===== src/shared/tfc_map.vh =====
`ifndef TFC_MAP_VH
`define TFC_MAP_VH

// per-framer offsets, addr[6:0]; framer select is addr[8:7]
`define TFC_OFS_DATALINK      7'h02
`define TFC_OFS_RX_OPTIONS    7'h03
`define TFC_OFS_GLOBAL        7'h0d
`define TFC_OFS_CDR_CFG       7'h10
`define TFC_OFS_FA_CFG        7'h20
`define TFC_OFS_ALARM_CFG     7'h2c
`define TFC_OFS_INBAND_CFG    7'h3c
`define TFC_OFS_LB_ACT        7'h3e
`define TFC_OFS_LB_DEACT      7'h3f
`define TFC_OFS_SIG_CFG       7'h40
`define TFC_OFS_TX_CFG        7'h44
`define TFC_OFS_LCV_LO        7'h4a
`define TFC_OFS_LCV_HI        7'h4b
`define TFC_OFS_BEE_LO        7'h4c
`define TFC_OFS_BEE_HI        7'h4d
`define TFC_OFS_FER           7'h4e
`define TFC_OFS_FLOSS         7'h4f

// framer bases 000/080/100/180: framer index sits above the offset
`define TFC_FRAMER_LSB        7
`define TFC_GLOBAL_FRAMER     2'h0

// field positions
`define TFC_BIT_RX_AMI        7
`define TFC_BIT_B8ZS          5
`define TFC_BIT_ESF           4
`define TFC_BIT_LOOPCARRIER   3
`define TFC_BIT_T1DM          2
`define TFC_BIT_ALT_RED       3
`define TFC_BIT_INBAND_DIS    7
`define TFC_BIT_SIG_DIS       2
`define TFC_BIT_ALIGN_CNT     0
`define TFC_BIT_DL_RX_EN      7
`define TFC_BIT_DL_TX_EN      5
`define TFC_OOF_MSB           7
`define TFC_OOF_LSB           6

// format codes
`define TFC_FMT_SF            2'h0
`define TFC_FMT_T1DM          2'h1
`define TFC_FMT_LOOPCARRIER   2'h2
`define TFC_FMT_ESF           2'h3

// reset values
`define TFC_RST_CFG           8'h00
`define TFC_RST_LB_ACT        8'h08
`define TFC_RST_LB_DEACT      8'h44

`endif


===== src/tfc_top.v =====
// Functional notes
// - four framers decoded at separate base addresses
// - 80H at 10H selects AMI receive
// - 00H at 44H selects AMI superframe transmit
// - 04H or 0CH at 44H selects T1DM
// - 20H upper bits select out-of-frame threshold
// - 04H/44H/84H at 20H select T1DM thresholds
// - 2CH selects T1DM standard/alternate, or superframe
// - 00H at 3CH enables inband code detection
// - inband codes compared against 3EH and 3FH
// - 40H: superframe, loop-carrier, or extraction off
// - write to 4AH latches framer counts
// - global register write latches all four framers
// - line violation count at 4AH/4BH
// - bit error count at 4CH/4DH
// - framing bit error count at 4EH
// - 4FH counts frame loss or alignment changes
// - datalink register enables hdlc engines in ESF
// - datalink request and exception outputs presented
`include "tfc_map.vh"

module tfc_top #(
    parameter NFR     = 4,
    parameter CHIP_ID = 8'h5a    // arbitrary identification value
) (
    input  wire             clk,
    input  wire             nrst,
    input  wire [8:0]       addr,
    input  wire [7:0]       wr_data,
    input  wire             wr_en,
    input  wire             rd_en,
    output reg  [7:0]       rd_data,
    input  wire [NFR-1:0]   lcv_evt,
    input  wire [NFR-1:0]   bee_evt,
    input  wire [NFR-1:0]   fer_evt,
    input  wire [NFR-1:0]   oof_evt,
    input  wire [NFR-1:0]   change_of_frame_alignment_evt,
    input  wire [8*NFR-1:0] ib_code,
    input  wire [NFR-1:0]   ib_code_valid,
    input  wire [NFR-1:0]   hdlc_rx_req,
    input  wire [NFR-1:0]   hdlc_rx_eom,
    input  wire [NFR-1:0]   hdlc_tx_req,
    input  wire [NFR-1:0]   hdlc_tx_udr,
    output wire [NFR-1:0]   rx_ami,
    output wire [NFR-1:0]   tx_b8zs,
    output wire [2*NFR-1:0] tx_mode,
    output wire [2*NFR-1:0] fa_mode,
    output wire [2*NFR-1:0] oof_threshold,
    output wire [2*NFR-1:0] alarm_mode,
    output wire [NFR-1:0]   alarm_alt_red,
    output wire [NFR-1:0]   inband_en,
    output wire [NFR-1:0]   loop_act_det,
    output wire [NFR-1:0]   loop_deact_det,
    output wire [NFR-1:0]   sig_extract_en,
    output wire [2*NFR-1:0] sig_mode,
    output wire [NFR-1:0]   hdlc_rx_en,
    output wire [NFR-1:0]   hdlc_tx_en,
    output wire [NFR-1:0]   receive_dl_request,
    output wire [NFR-1:0]   receive_dl_end_of_message,
    output wire [NFR-1:0]   transmit_dl_request,
    output wire [NFR-1:0]   transmit_dl_underrun
);

    // ESF wins over T1DM, T1DM over loop-carrier, so 0CH reads as T1DM
    function [1:0] fmt;
        input [7:0] v;
        begin
            if (v[`TFC_BIT_ESF])
                fmt = `TFC_FMT_ESF;
            else if (v[`TFC_BIT_T1DM])
                fmt = `TFC_FMT_T1DM;
            else if (v[`TFC_BIT_LOOPCARRIER])
                fmt = `TFC_FMT_LOOPCARRIER;
            else
                fmt = `TFC_FMT_SF;
        end
    endfunction

    // global update and id sit at framer 0, offset 0dH
    wire [6:0] ofs    = addr[6:0];
    wire [1:0] fsel   = addr[8:7];
    wire       glb_hit = (fsel == `TFC_GLOBAL_FRAMER) && (ofs == `TFC_OFS_GLOBAL);
    wire       glb_upd = wr_en && glb_hit;

    wire [8*NFR-1:0] fr_rd;
    wire [NFR-1:0]   fr_hit;

    genvar f;
    generate
        for (f = 0; f < NFR; f = f + 1) begin : g_fr
            // widen the select to the genvar's width rather than slice the genvar
            wire sel = ({30'd0, fsel} == f);
            wire wr  = wr_en && sel;

            // configuration bytes as software wrote them
            reg [7:0]  dl_q;
            reg [7:0]  rxo_q;
            reg [7:0]  cdr_q;
            reg [7:0]  fa_q;
            reg [7:0]  alm_q;
            reg [7:0]  ibc_q;
            reg [7:0]  lba_q;
            reg [7:0]  lbd_q;
            reg [7:0]  sgx_q;
            reg [7:0]  txc_q;

            // running counts and the snapshot that software reads
            reg [15:0] lcv_acc_q;
            reg [15:0] bee_acc_q;
            reg [15:0] lcv_snap_q;
            reg [15:0] bee_snap_q;
            reg [7:0]  fer_acc_q;
            reg [7:0]  fls_acc_q;
            reg [7:0]  fer_snap_q;
            reg [7:0]  fls_snap_q;

            // decoded controls, one flop per output bit
            reg        rx_ami_q;
            reg        b8zs_q;
            reg        alt_red_q;
            reg        ib_en_q;
            reg        act_q;
            reg        deact_q;
            reg        sgx_en_q;
            reg [1:0]  txm_q;
            reg [1:0]  fam_q;
            reg [1:0]  oof_q;
            reg [1:0]  almm_q;
            reg [1:0]  sgxm_q;

            // datalink enables and gated engine signals
            reg        dl_rx_q;
            reg        dl_tx_q;
            reg        rreq_q;
            reg        reom_q;
            reg        treq_q;
            reg        tudr_q;

            // read mux scratch
            reg [7:0]  rv;
            reg        hit;

            // latch on own 4AH write or the global update
            wire snap = (wr && ofs == `TFC_OFS_LCV_LO) || glb_upd;
            // alignment-change option steers which event feeds 4FH
            wire fls_evt = rxo_q[`TFC_BIT_ALIGN_CNT] ? change_of_frame_alignment_evt[f] : oof_evt[f];
            wire [7:0] code = ib_code[8*f +: 8];

            always @(posedge clk or negedge nrst) begin
                if (!nrst) begin
                    dl_q  <= `TFC_RST_CFG;
                    rxo_q <= `TFC_RST_CFG;
                    cdr_q <= `TFC_RST_CFG;
                    fa_q  <= `TFC_RST_CFG;
                    alm_q <= `TFC_RST_CFG;
                    ibc_q <= `TFC_RST_CFG;
                    lba_q <= `TFC_RST_LB_ACT;
                    lbd_q <= `TFC_RST_LB_DEACT;
                    sgx_q <= `TFC_RST_CFG;
                    txc_q <= `TFC_RST_CFG;
                end else if (wr) begin
                    // read-only and unmapped offsets fall through untouched
                    case (ofs)
                        `TFC_OFS_DATALINK:   dl_q  <= wr_data;
                        `TFC_OFS_RX_OPTIONS: rxo_q <= wr_data;
                        `TFC_OFS_CDR_CFG:    cdr_q <= wr_data;
                        `TFC_OFS_FA_CFG:     fa_q  <= wr_data;
                        `TFC_OFS_ALARM_CFG:  alm_q <= wr_data;
                        `TFC_OFS_INBAND_CFG: ibc_q <= wr_data;
                        `TFC_OFS_LB_ACT:     lba_q <= wr_data;
                        `TFC_OFS_LB_DEACT:   lbd_q <= wr_data;
                        `TFC_OFS_SIG_CFG:    sgx_q <= wr_data;
                        `TFC_OFS_TX_CFG:     txc_q <= wr_data;
                        default: ;
                    endcase
                end
            end

            // accumulators restart on snapshot; a same-cycle event is kept
            // as the first count of the new interval, and counts saturate
            always @(posedge clk or negedge nrst) begin
                if (!nrst) begin
                    lcv_acc_q  <= 16'h0000;
                    bee_acc_q  <= 16'h0000;
                    fer_acc_q  <= 8'h00;
                    fls_acc_q  <= 8'h00;
                    lcv_snap_q <= 16'h0000;
                    bee_snap_q <= 16'h0000;
                    fer_snap_q <= 8'h00;
                    fls_snap_q <= 8'h00;
                end else if (snap) begin
                    lcv_snap_q <= lcv_acc_q;
                    bee_snap_q <= bee_acc_q;
                    fer_snap_q <= fer_acc_q;
                    fls_snap_q <= fls_acc_q;
                    lcv_acc_q  <= {15'h0000, lcv_evt[f]};
                    bee_acc_q  <= {15'h0000, bee_evt[f]};
                    fer_acc_q  <= {7'h00, fer_evt[f]};
                    fls_acc_q  <= {7'h00, fls_evt};
                end else begin
                    if (lcv_evt[f] && lcv_acc_q != 16'hffff)
                        lcv_acc_q <= lcv_acc_q + 16'h0001;
                    if (bee_evt[f] && bee_acc_q != 16'hffff)
                        bee_acc_q <= bee_acc_q + 16'h0001;
                    if (fer_evt[f] && fer_acc_q != 8'hff)
                        fer_acc_q <= fer_acc_q + 8'h01;
                    if (fls_evt && fls_acc_q != 8'hff)
                        fls_acc_q <= fls_acc_q + 8'h01;
                end
            end

            // decoded controls registered so every output leaves a flop
            always @(posedge clk or negedge nrst) begin
                if (!nrst) begin
                    rx_ami_q  <= 1'b0;
                    b8zs_q    <= 1'b0;
                    txm_q     <= `TFC_FMT_SF;
                    fam_q     <= `TFC_FMT_SF;
                    oof_q     <= 2'h0;
                    almm_q    <= `TFC_FMT_SF;
                    alt_red_q <= 1'b0;
                    ib_en_q   <= 1'b0;
                    act_q     <= 1'b0;
                    deact_q   <= 1'b0;
                    sgx_en_q  <= 1'b0;
                    sgxm_q    <= `TFC_FMT_SF;
                    dl_rx_q   <= 1'b0;
                    dl_tx_q   <= 1'b0;
                    rreq_q    <= 1'b0;
                    reom_q    <= 1'b0;
                    treq_q    <= 1'b0;
                    tudr_q    <= 1'b0;
                end else begin
                    // line code and transmit format
                    rx_ami_q  <= cdr_q[`TFC_BIT_RX_AMI];
                    b8zs_q    <= txc_q[`TFC_BIT_B8ZS];
                    txm_q     <= fmt(txc_q);

                    // frame aligner and alarm integrator
                    fam_q     <= fmt(fa_q);
                    oof_q     <= fa_q[`TFC_OOF_MSB:`TFC_OOF_LSB];
                    almm_q    <= fmt(alm_q);
                    alt_red_q <= alm_q[`TFC_BIT_T1DM] && alm_q[`TFC_BIT_ALT_RED];

                    // inband codes, silenced by the disable bit
                    ib_en_q   <= !ibc_q[`TFC_BIT_INBAND_DIS];
                    act_q     <= !ibc_q[`TFC_BIT_INBAND_DIS] && ib_code_valid[f] && code == lba_q;
                    deact_q   <= !ibc_q[`TFC_BIT_INBAND_DIS] && ib_code_valid[f] && code == lbd_q;

                    // signaling extraction
                    sgx_en_q  <= !sgx_q[`TFC_BIT_SIG_DIS];
                    sgxm_q    <= sgx_q[`TFC_BIT_LOOPCARRIER] ? `TFC_FMT_LOOPCARRIER : `TFC_FMT_SF;

                    // datalink engines only run with ESF on both sides
                    dl_rx_q   <= dl_q[`TFC_BIT_DL_RX_EN] && fmt(fa_q) == `TFC_FMT_ESF
                                 && fmt(txc_q) == `TFC_FMT_ESF;
                    dl_tx_q   <= dl_q[`TFC_BIT_DL_TX_EN] && fmt(fa_q) == `TFC_FMT_ESF
                                 && fmt(txc_q) == `TFC_FMT_ESF;
                    rreq_q    <= dl_rx_q && hdlc_rx_req[f];
                    reom_q    <= dl_rx_q && hdlc_rx_eom[f];
                    treq_q    <= dl_tx_q && hdlc_tx_req[f];
                    tudr_q    <= dl_tx_q && hdlc_tx_udr[f];
                end
            end

            always @* begin
                rv  = 8'h00;
                hit = sel;
                case (ofs)
                    `TFC_OFS_DATALINK:   rv = dl_q;
                    `TFC_OFS_RX_OPTIONS: rv = rxo_q;
                    `TFC_OFS_CDR_CFG:    rv = cdr_q;
                    `TFC_OFS_FA_CFG:     rv = fa_q;
                    `TFC_OFS_ALARM_CFG:  rv = alm_q;
                    `TFC_OFS_INBAND_CFG: rv = ibc_q;
                    `TFC_OFS_LB_ACT:     rv = lba_q;
                    `TFC_OFS_LB_DEACT:   rv = lbd_q;
                    `TFC_OFS_SIG_CFG:    rv = sgx_q;
                    `TFC_OFS_TX_CFG:     rv = txc_q;

                    // counts come from the snapshot only, never the live total
                    `TFC_OFS_LCV_LO:     rv = lcv_snap_q[7:0];
                    `TFC_OFS_LCV_HI:     rv = lcv_snap_q[15:8];
                    `TFC_OFS_BEE_LO:     rv = bee_snap_q[7:0];
                    `TFC_OFS_BEE_HI:     rv = bee_snap_q[15:8];
                    `TFC_OFS_FER:        rv = fer_snap_q;
                    `TFC_OFS_FLOSS:      rv = fls_snap_q;
                    default:             hit = 1'b0;
                endcase
            end

            assign fr_rd[8*f +: 8]         = rv;
            assign fr_hit[f]               = hit;
            assign rx_ami[f]               = rx_ami_q;
            assign tx_b8zs[f]              = b8zs_q;
            assign tx_mode[2*f +: 2]       = txm_q;
            assign fa_mode[2*f +: 2]       = fam_q;
            assign oof_threshold[2*f +: 2] = oof_q;
            assign alarm_mode[2*f +: 2]    = almm_q;
            assign alarm_alt_red[f]        = alt_red_q;
            assign inband_en[f]            = ib_en_q;
            assign loop_act_det[f]         = act_q;
            assign loop_deact_det[f]       = deact_q;
            assign sig_extract_en[f]       = sgx_en_q;
            assign sig_mode[2*f +: 2]      = sgxm_q;
            assign hdlc_rx_en[f]           = dl_rx_q;
            assign hdlc_tx_en[f]           = dl_tx_q;
            assign receive_dl_request[f]        = rreq_q;
            assign receive_dl_end_of_message[f] = reom_q;
            assign transmit_dl_request[f]       = treq_q;
            assign transmit_dl_underrun[f]      = tudr_q;
        end
    endgenerate

    // read data stands for exactly one cycle; unmapped offsets read zero
    reg [7:0] rd_d;
    integer   i;
    always @* begin
        rd_d = 8'h00;
        if (glb_hit) begin
            rd_d = CHIP_ID[7:0];
        end else begin
            for (i = 0; i < NFR; i = i + 1) begin
                if (fr_hit[i])
                    rd_d = fr_rd[8*i +: 8];
            end
        end
    end

    // zero outside the answer cycle, so a stale byte never lingers
    always @(posedge clk or negedge nrst) begin
        if (!nrst)
            rd_data <= 8'h00;
        else if (rd_en)
            rd_data <= rd_d;
        else
            rd_data <= 8'h00;
    end

endmodule


===== config.mk =====
export PLATFORM = sky130hd
export DESIGN_NAME = tfc_top
export DESIGN_NICKNAME = d
export VERILOG_FILES = /design/src/tfc_top.v
export VERILOG_INCLUDE_DIRS = /design/src /design/src/shared
export SDC_FILE = /design/constraint.sdc
export NUM_CORES = 1
export LEC_CHECK = 0
export ABC_AREA = 1
export BUFFER_PORTS_ARGS = -buffer_cell sky130_fd_sc_hd__buf_2
export CAP_MARGIN = 15
export CORE_ASPECT_RATIO = 0.6
export CORE_MARGIN = 1
export CORE_UTILIZATION = 40
export CTS_CLUSTER_DIAMETER = 200
export DETAILED_ROUTE_END_ITERATION = 10
export PLACE_DENSITY_LB_ADDON = 0.1
export RECOVER_POWER = 100
export SETUP_SLACK_MARGIN = 0.5
export SLEW_MARGIN = 20
export SYNTH_ARGS = -nofsm -noshare
export SYNTH_HDL_FRONTEND = slang
export SYNTH_SLANG_ARGS = --single-unit

===== constraint.sdc =====
create_clock -name clk -period 2.14 [get_ports clk]
set_clock_uncertainty 0.2 [all_clocks]
set_input_delay 0.321 -clock clk [delete_from_list [all_inputs] [get_ports clk]]
set_output_delay 0.321 -clock clk [all_outputs]
set_load 0.005 [all_outputs]

==> flow_summary.toml, run 1 <==
[run_status]
status = "finished, final reports clean"

[setup_path]
crit_buf_inv = 4
worst_ep_arrival_time_ns = 2.43
cpPeakStageDelay_ns = 0.46
path_cells = "clkbuf_2 > clkbuf_1 > nor2_1 > nand2_1 > clkinv_8 > clkbuf_4 > nand2_1 > nand4_1 > nor2_1 > nand3_1 > nand2_2 > a21oi_2"
crit_path_max_fanout = 11
crit_path_end_kind = "flip-flop"
r2r-end = "g_fr[0].bee_acc_q[11]$_DFFE_PN0P_"
r2r_slack_ns = 0.11
cpMaxStageDelayCell = "nand2_1"
cp-start-kind = "primary input"
reg2regPathDepth = 13
path_class = "in2reg"
required_ns = 2.50
cpLargestDelayFamily = "simple AND/OR/NAND/NOR gates"
rr_startpoint = "g_fr[0].bee_acc_q[0]$_DFFE_PN0P_"

[synth]
synth_ff_type = "dfrtp_1"
synth_cells = 4510
synth-edff-count = 0
synth.top_cell.area_share = 0.534
ys_warn_count = 0
synth_cell_type_count = 52
syn-cell-area_mm2 = 0.0369
synth_async_sr_flop_share = 1.00
avgSynthCellArea_um2 = 8.18
seq_area_frac_synth = 0.543
synth_top_cells_by_area = "dfrtp_1 (53%), nand2_1 (14%), o21ai_0 (7.8%), inv_1 (3.6%), nand3_1 (3.4%)"
synth.most_common_cell = "nand2_1"
synth_commonest_cells = "nand2_1 (1415), dfrtp_1 (788), o21ai_0 (574), inv_1 (350), nor2_1 (311)"
synth_largest_area_cell = "dfrtp_1"
ys_seq_elements = 800

[power_and_ir_drop]
total_power_mw = 41.8
p_per_area_mw_per_mm2 = 845
vdd_drop_max_v = 0.000641
p_leak_nw = 23.8

[timing]
hold_violations = 0
worst_slew_pin_slew_ns = 1.26
rsz0062_at_grt = "yes"
max_freq_ghz = 0.482
slew_violations = 0
period_share = 0.969
hold_ws_ns = 0.0573
finalSetupViolCount = 0
slew_headroom = 0.159
finalSetupTns_ns = 0
fin_ws_ns = 0.0673
fin_crit_ns = 2.07

[global_route]
grt_pass1_wl_mm = 199
grt_usage = 0.279
grt_pass1_vias = 31500
antenna_found_initial = 4
grt_overflow = 0
grt_max_degree = 90

[drt]
drc_errors = 0
vias = 33900
wirelength_mm = 133
antenna_left = 0
wl_per_cell_um = 20.5
vias_per_cell = 5.22
drtIter0Drc = 3091
firstDrtPassIters = 5

[layout]
fin_area_mm2 = 0.0494
nNetsFinal = 5317
instances_no_fill = 6490
area_growth_pct = 34.0
fin_util = 0.546
regArea_mm2 = 0.0201
drive_above_1_share = 0.264
fillers = 8480
multiInputGateArea_mm2 = 0.0169

[placement]
port_buffers = 188
gp_congestion = 0.930
dp_hpwl_mm = 92.2
dp.cells = 6009
placed_area_mm2 = 0.0424
dp_slack_ns = -0.391

[die]
die_height_um = 237
core_area_mm2 = 0.0905
rows = 85
ios = 193
start_util = 0.408
die_area_mm2 = 0.0935
die_w_um = 394

[clock_tree]
cts_tree = "done"
tritoncts_num_sinks = 800
numCtsBuffers = 78
cts_buffer_depth = 3
h-tree-depth = 3
root_buffer = "clkbuf_16"
cts.clk_slew.worst_paths_ns = 0.07
clkLatencyLatePin_ns = 0.66

[worst_hold_path]
hold_path_depth = 4
hold_class = "in2reg"
min_from = "wr_data[7]"
min_to = "g_fr[1].cdr_q[7]$_DFFE_PN0P_"

[job]
cap_violations = 0
[metal layers]
metal,global-route usage,vias up,routed length (um)
li1,-,16100,-
met1,0.456,16500,66600
met2,0.360,1118,52700
met3,0.0720,128,12200
met4,0.0536,2,1800
met5,0,-,12
[flip-flops by register name, indices dropped and copies added (netlist names), 64 cells and up]
signal and count:
g_fr.bee_snap_q 64, g_fr.bee_acc_q 64, g_fr.lcv_snap_q 64, g_fr.lcv_acc_q 64
[where the power goes]
group / leakage (nW) / switching [mW] / internal (mW) / total (mW)
registers: 10.4 / 1.59 / 16.8 / 18.4
logic: 12.0 / 5.04 / 3.50 / 8.54
clock network: 1.36 / 6.26 / 8.60 / 14.9
[placed cells by master (no fill, tap or decap), types with 47 or more instances in the layout]
cell           count
clkbuf_16         84
inv_1            300
nand2_2           88
o21ai_0          511
buf_4            340
nand4_1           75
nand2_4           52
clkbuf_1         119
a21oi_1           74
buf_2            142
nor2_1           194
dlygate4sd3_1     81
buf_6             77
nand3_1          207
dfrtp_1          767
o21ai_1           47
nor2_2            48
nand2_1         1281
nor2_4            84
[area by class of cell]
class	count	share of cell area
antenna	1	0.0000506
clock buffer	117	0.0484
clock inverter	26	0.00683
inverter	368	0.0304
multi-input combinational	3099	0.341
sequential	800	0.406
tap	1218	0.0308
timing repair buffer	861	0.137
[worst min-delay path, cell delays in order]
cell,delay [ns]
buf_2,0.08
clkinv_1,0.09
buf_12,0.22
o21ai_1,0.15
[worst max-delay path by stage]
| stage | start | to | slack (ns) | cells past startpoint |
|---|---|---|---|---|
| final | addr[6] | rd_data[0]$_DFF_PN0_ | 0.07 | 12 |
| after global routing | g_fr[2].lcv_acc_q[0]$_DFFE_PN0P_ | g_fr[2].lcv_acc_q[0]$_DFFE_PN0P_ | 0.003 | 10 |
| after CTS | g_fr[2].bee_acc_q[0]$_DFFE_PN0P_ | g_fr[2].bee_acc_q[12]$_DFFE_PN0P_ | 0.20 | 12 |
| after detailed placement | addr[1] | rd_data[3]$_DFF_PN0_ | -0.39 | 16 |
| after global placement | addr[1] | rd_data[7]$_DFF_PN0_ | -0.44 | 16 |
| after floorplan | g_fr[3].bee_acc_q[0]$_DFFE_PN0P_ | g_fr[3].bee_acc_q[14]$_DFFE_PN0P_ | 0.24 | 12 |
[repair_timing]
item | 4_1_cts | 5_1_grt
hold endpoints to repair | 1086 | 0
setup buffers | 155 | 92
hold buffers | 82 | 0
cloned | 2 | 6
pin swaps | 172 | 207
resized for setup | 381 | 399
setup endpoints to repair | 285 | 355
[cell families (layout without fill, tap and decap cells)]
| family | after synthesis | count (layout) | share of synthesized area |
|---|---|---|---|
| other | 1 | 5 | 0.000102 |
| muxes | 3 | 3 | 0.000916 |
| buffers and inverters | 616 | 1372 | 0.0712 |
| AOI/OAI and AO/OA | 834 | 834 | 0.122 |
| xor gates and xnor gates | 47 | 47 | 0.0112 |
| and+or+nand+nor | 2193 | 2195 | 0.246 |
| adders and majority gates | 16 | 16 | 0.00543 |
| DFF | 800 | 800 | 0.543 |
Note: power is estimated with default switching activity, not from simulation.
==> run 2: changes to the inputs <==
- ABC_AREA: 1 -> unset
==> run 2 against run 1 <==
The flow now finishes with violations (negative setup slack). Sequential cell count unchanged. Hold slack got worse by 0.034 ns. Clock-buffer cell count down 3. Sequential share of layout area grew 0.065 points. Final cell count shrank 19%. Power fell by 4.4%. Setup slack lost 0.25 ns. Critical endpoint is now rd_data[4]$_DFF_PN0_. Die area fell by 1.1%.
==> flow_summary.toml, run 2 <==
[run_status]
status = "finished, violations left"
failed_checks = "negative setup slack"

[global_route]
grt_pass1_vias = 28300
grt_max_degree = 94
grt_pass1_wl_mm = 207
grt_overflow = 0
grt_usage = 0.314
antenna_found_initial = 8

[timing]
finalSetupViolCount = 376
fin_crit_ns = 2.32
worst_slew_pin_slew_ns = 1.11
max_freq_ghz = 0.430
hold_ws_ns = 0.0228
rsz0062_at_grt = "yes"
hold_violations = 0
slew_violations = 0
period_share = 1.09
slew_headroom = 0.258
fin_ws_ns = -0.183

[synth]
synth_commonest_cells = "dfrtp_1 (788), mux2_2 (468), nand2_1 (320), nor2_1 (208), a22oi_1 (121)"
synth-simple-area-share = 0.123
synth_top_cells_by_area = "dfrtp_1 (54%), mux2_2 (14%), nand2_1 (3.3%), xor2_1 (2.7%), a22oi_1 (2.5%)"
synth_async_sr_flop_share = 1.00
ys_seq_elements = 800
synth_ff_type = "dfrtp_1"
syn-cell-area_mm2 = 0.0365
synthMuxAreaShare = 0.155
synth_largest_area_cell = "dfrtp_1"
synth_cells = 3109
synth.most_common_cell = "dfrtp_1"
synthAdderAreaFrac = 0.00549
ys_warn_count = 0
synth-edff-count = 0
synth_xor_area_frac = 0.0502
seq_area_frac_synth = 0.549
synth_cell_type_count = 91
synth.top_cell.area_share = 0.540
synth_compound_area_frac = 0.0810
synth_top_family_by_area = "multiplexers"
avgSynthCellArea_um2 = 11.7

[layout]
drive_above_1_share = 0.440
multiInputGateArea_mm2 = 0.0170
final_cell_mix = "dfrtp_1 (758), buf_4 (484), mux2_2 (413)"
mostFrequentLayoutCell = "dfrtp_1"
fin_area_mm2 = 0.0494
nNetsFinal = 4073
fin_util = 0.549
fillers = 7778
area_growth_pct = 35.4
regArea_mm2 = 0.0201

[clock_tree]
root_buffer = "clkbuf_16"
cts_tree = "done"
cts.clk_slew.worst_paths_ns = 0.07
h-tree-depth = 3
tritoncts_num_sinks = 800
cts_buffer_depth = 3
numCtsBuffers = 80
clkLatencyLatePin_ns = 0.69

[placement]
port_buffers = 188
gp_congestion = 0.992
dp_hpwl_mm = 108
placed_area_mm2 = 0.0425

[job]
cap_violations = 0

[setup_path]
path_class = "in2reg"
required_ns = 2.54
crit_path_max_fanout = 13
crit_path_end_kind = "flip-flop"
cp-start-kind = "primary input"
worst_ep_arrival_time_ns = 2.72

[die]
die_area_mm2 = 0.0925
core_area_mm2 = 0.0900
die_w_um = 392
rows = 85
die_height_um = 236
start_util = 0.406
ios = 193

[drt]
firstDrtPassIters = 7
wirelength_mm = 149
antenna_left = 0
drtIter0Drc = 2702
vias_per_cell = 5.63
vias = 29500
drc_errors = 0
wl_per_cell_um = 28.4

[power_and_ir_drop]
p_per_area_mw_per_mm2 = 809
p_leak_nw = 23.5
vdd_drop_max_v = 0.000633
total_power_mw = 40.0

[worst_hold_path]
hold_class = "in2reg"
-- run 2: cell count changes after synthesis, sizes merged, moves of 77 or more --
cell,previous run,this run
nand2,1427,332
a22oi,1,121
nor2,327,216
xnor2,11,96
nand3,248,83
inv,367,33
o21ai,588,65
mux2,3,469
xor2,36,113
-- run 2: worst paths after layout --
path / from / cells after the start / slack (ns) / end
worst min register to register: g_fr[2].fa_q[6]$_DFFE_PN0P_ / 0 / 0.23 / g_fr[2].oof_q[0]$_DFF_PN0_
worst min-delay path: wr_data[1] / 3 / 0.02 / g_fr[0].alm_q[1]$_DFFE_PN0P_
worst max-delay path: addr[6] / 10 / -0.18 / rd_data[4]$_DFF_PN0_
min in group asynchronous: nrst / 3 / 0.52 / g_fr[1].rxo_q[6]$_DFFE_PN0P_
max in group asynchronous: nrst / 4 / 0.12 / g_fr[3].lbd_q[2]$_DFFE_PN1P_
worst max register to register: g_fr[1].sgx_q[3]$_DFFE_PN0P_ / 7 / -0.15 / rd_data[3]$_DFF_PN0_
-- run 2: where the power goes --
part	switching, mW	leakage (nW)	internal [mW]
sequential	1.54	10.8	16.4
clock	6.37	1.38	8.84
combinational	3.39	11.3	3.38
total	11.3	23.5	28.6
-- run 2: timing repair --
| action | in CTS | in global routing |
|---|---|---|
| pin swaps | 200 | 254 |
| buffers inserted | 52 | 137 |
| gates cloned | 10 | 7 |
| setup endpoints to repair | 770 | 777 |
| endpoints found under the hold margin | 894 | 4 |
| gates resized for setup | 234 | 353 |
| hold buffers | 76 | 1 |
-- run 2: area by class of cell --
cell class / instances / area share
diodes: 4 / 0.000203
clock inverters: 31 / 0.00940
inverters: 33 / 0.00258
flip-flops and latches: 800 / 0.406
well taps: 1218 / 0.0309
repair buffers: 980 / 0.159
multi-input cells: 2069 / 0.345
clock buffers: 114 / 0.0472
-- run 2: kinds of logic (layout without fill, tap and decap cells) --
logic type               count (synthesis)  after routing
AO/OA/AOI/OAI                          409            409
XOR/XNOR                               209            209
adder cells (fa/ha/maj)                 16             16
buffers and inverters                  243           1158
flip-flops                             800            800
multiplexers                           505            505
other                                    1              8
AND/OR/NAND/NOR                        926            926
-- run 2: metrics by stage --
stage / setup TNS (ns) / std cells / worst slack (ns)
finish: -20.65 / 5249 / -0.183
global route: -20.50 / 5245 / -0.153
CTS: -0.185 / 5100 / -0.126
detailed placement: -360.23 / 4817 / -0.906
global placement: -347.75 / 4817 / -0.920
floorplan: -32.44 / 3112 / -0.121
-- run 2: critical path, cell delays in order --
cell	delay, ns
buf_4	0.16
clkbuf_4	0.14
nor3_1	0.43
and3_1	0.40
clkbuf_2	0.42
a221oi_1	0.14
buf_4	0.18
a31oi_1	0.20
o21ai_0	0.12
a31oi_1	0.19
-- run 2: metal layers --
metal,routed length [um],up-vias,global-route usage
met5,34,-,0
met4,2680,4,0.0552
met3,14700,166,0.0930
met2,57400,1206,0.402
met1,74200,15400,0.511
li1,-,12800,-
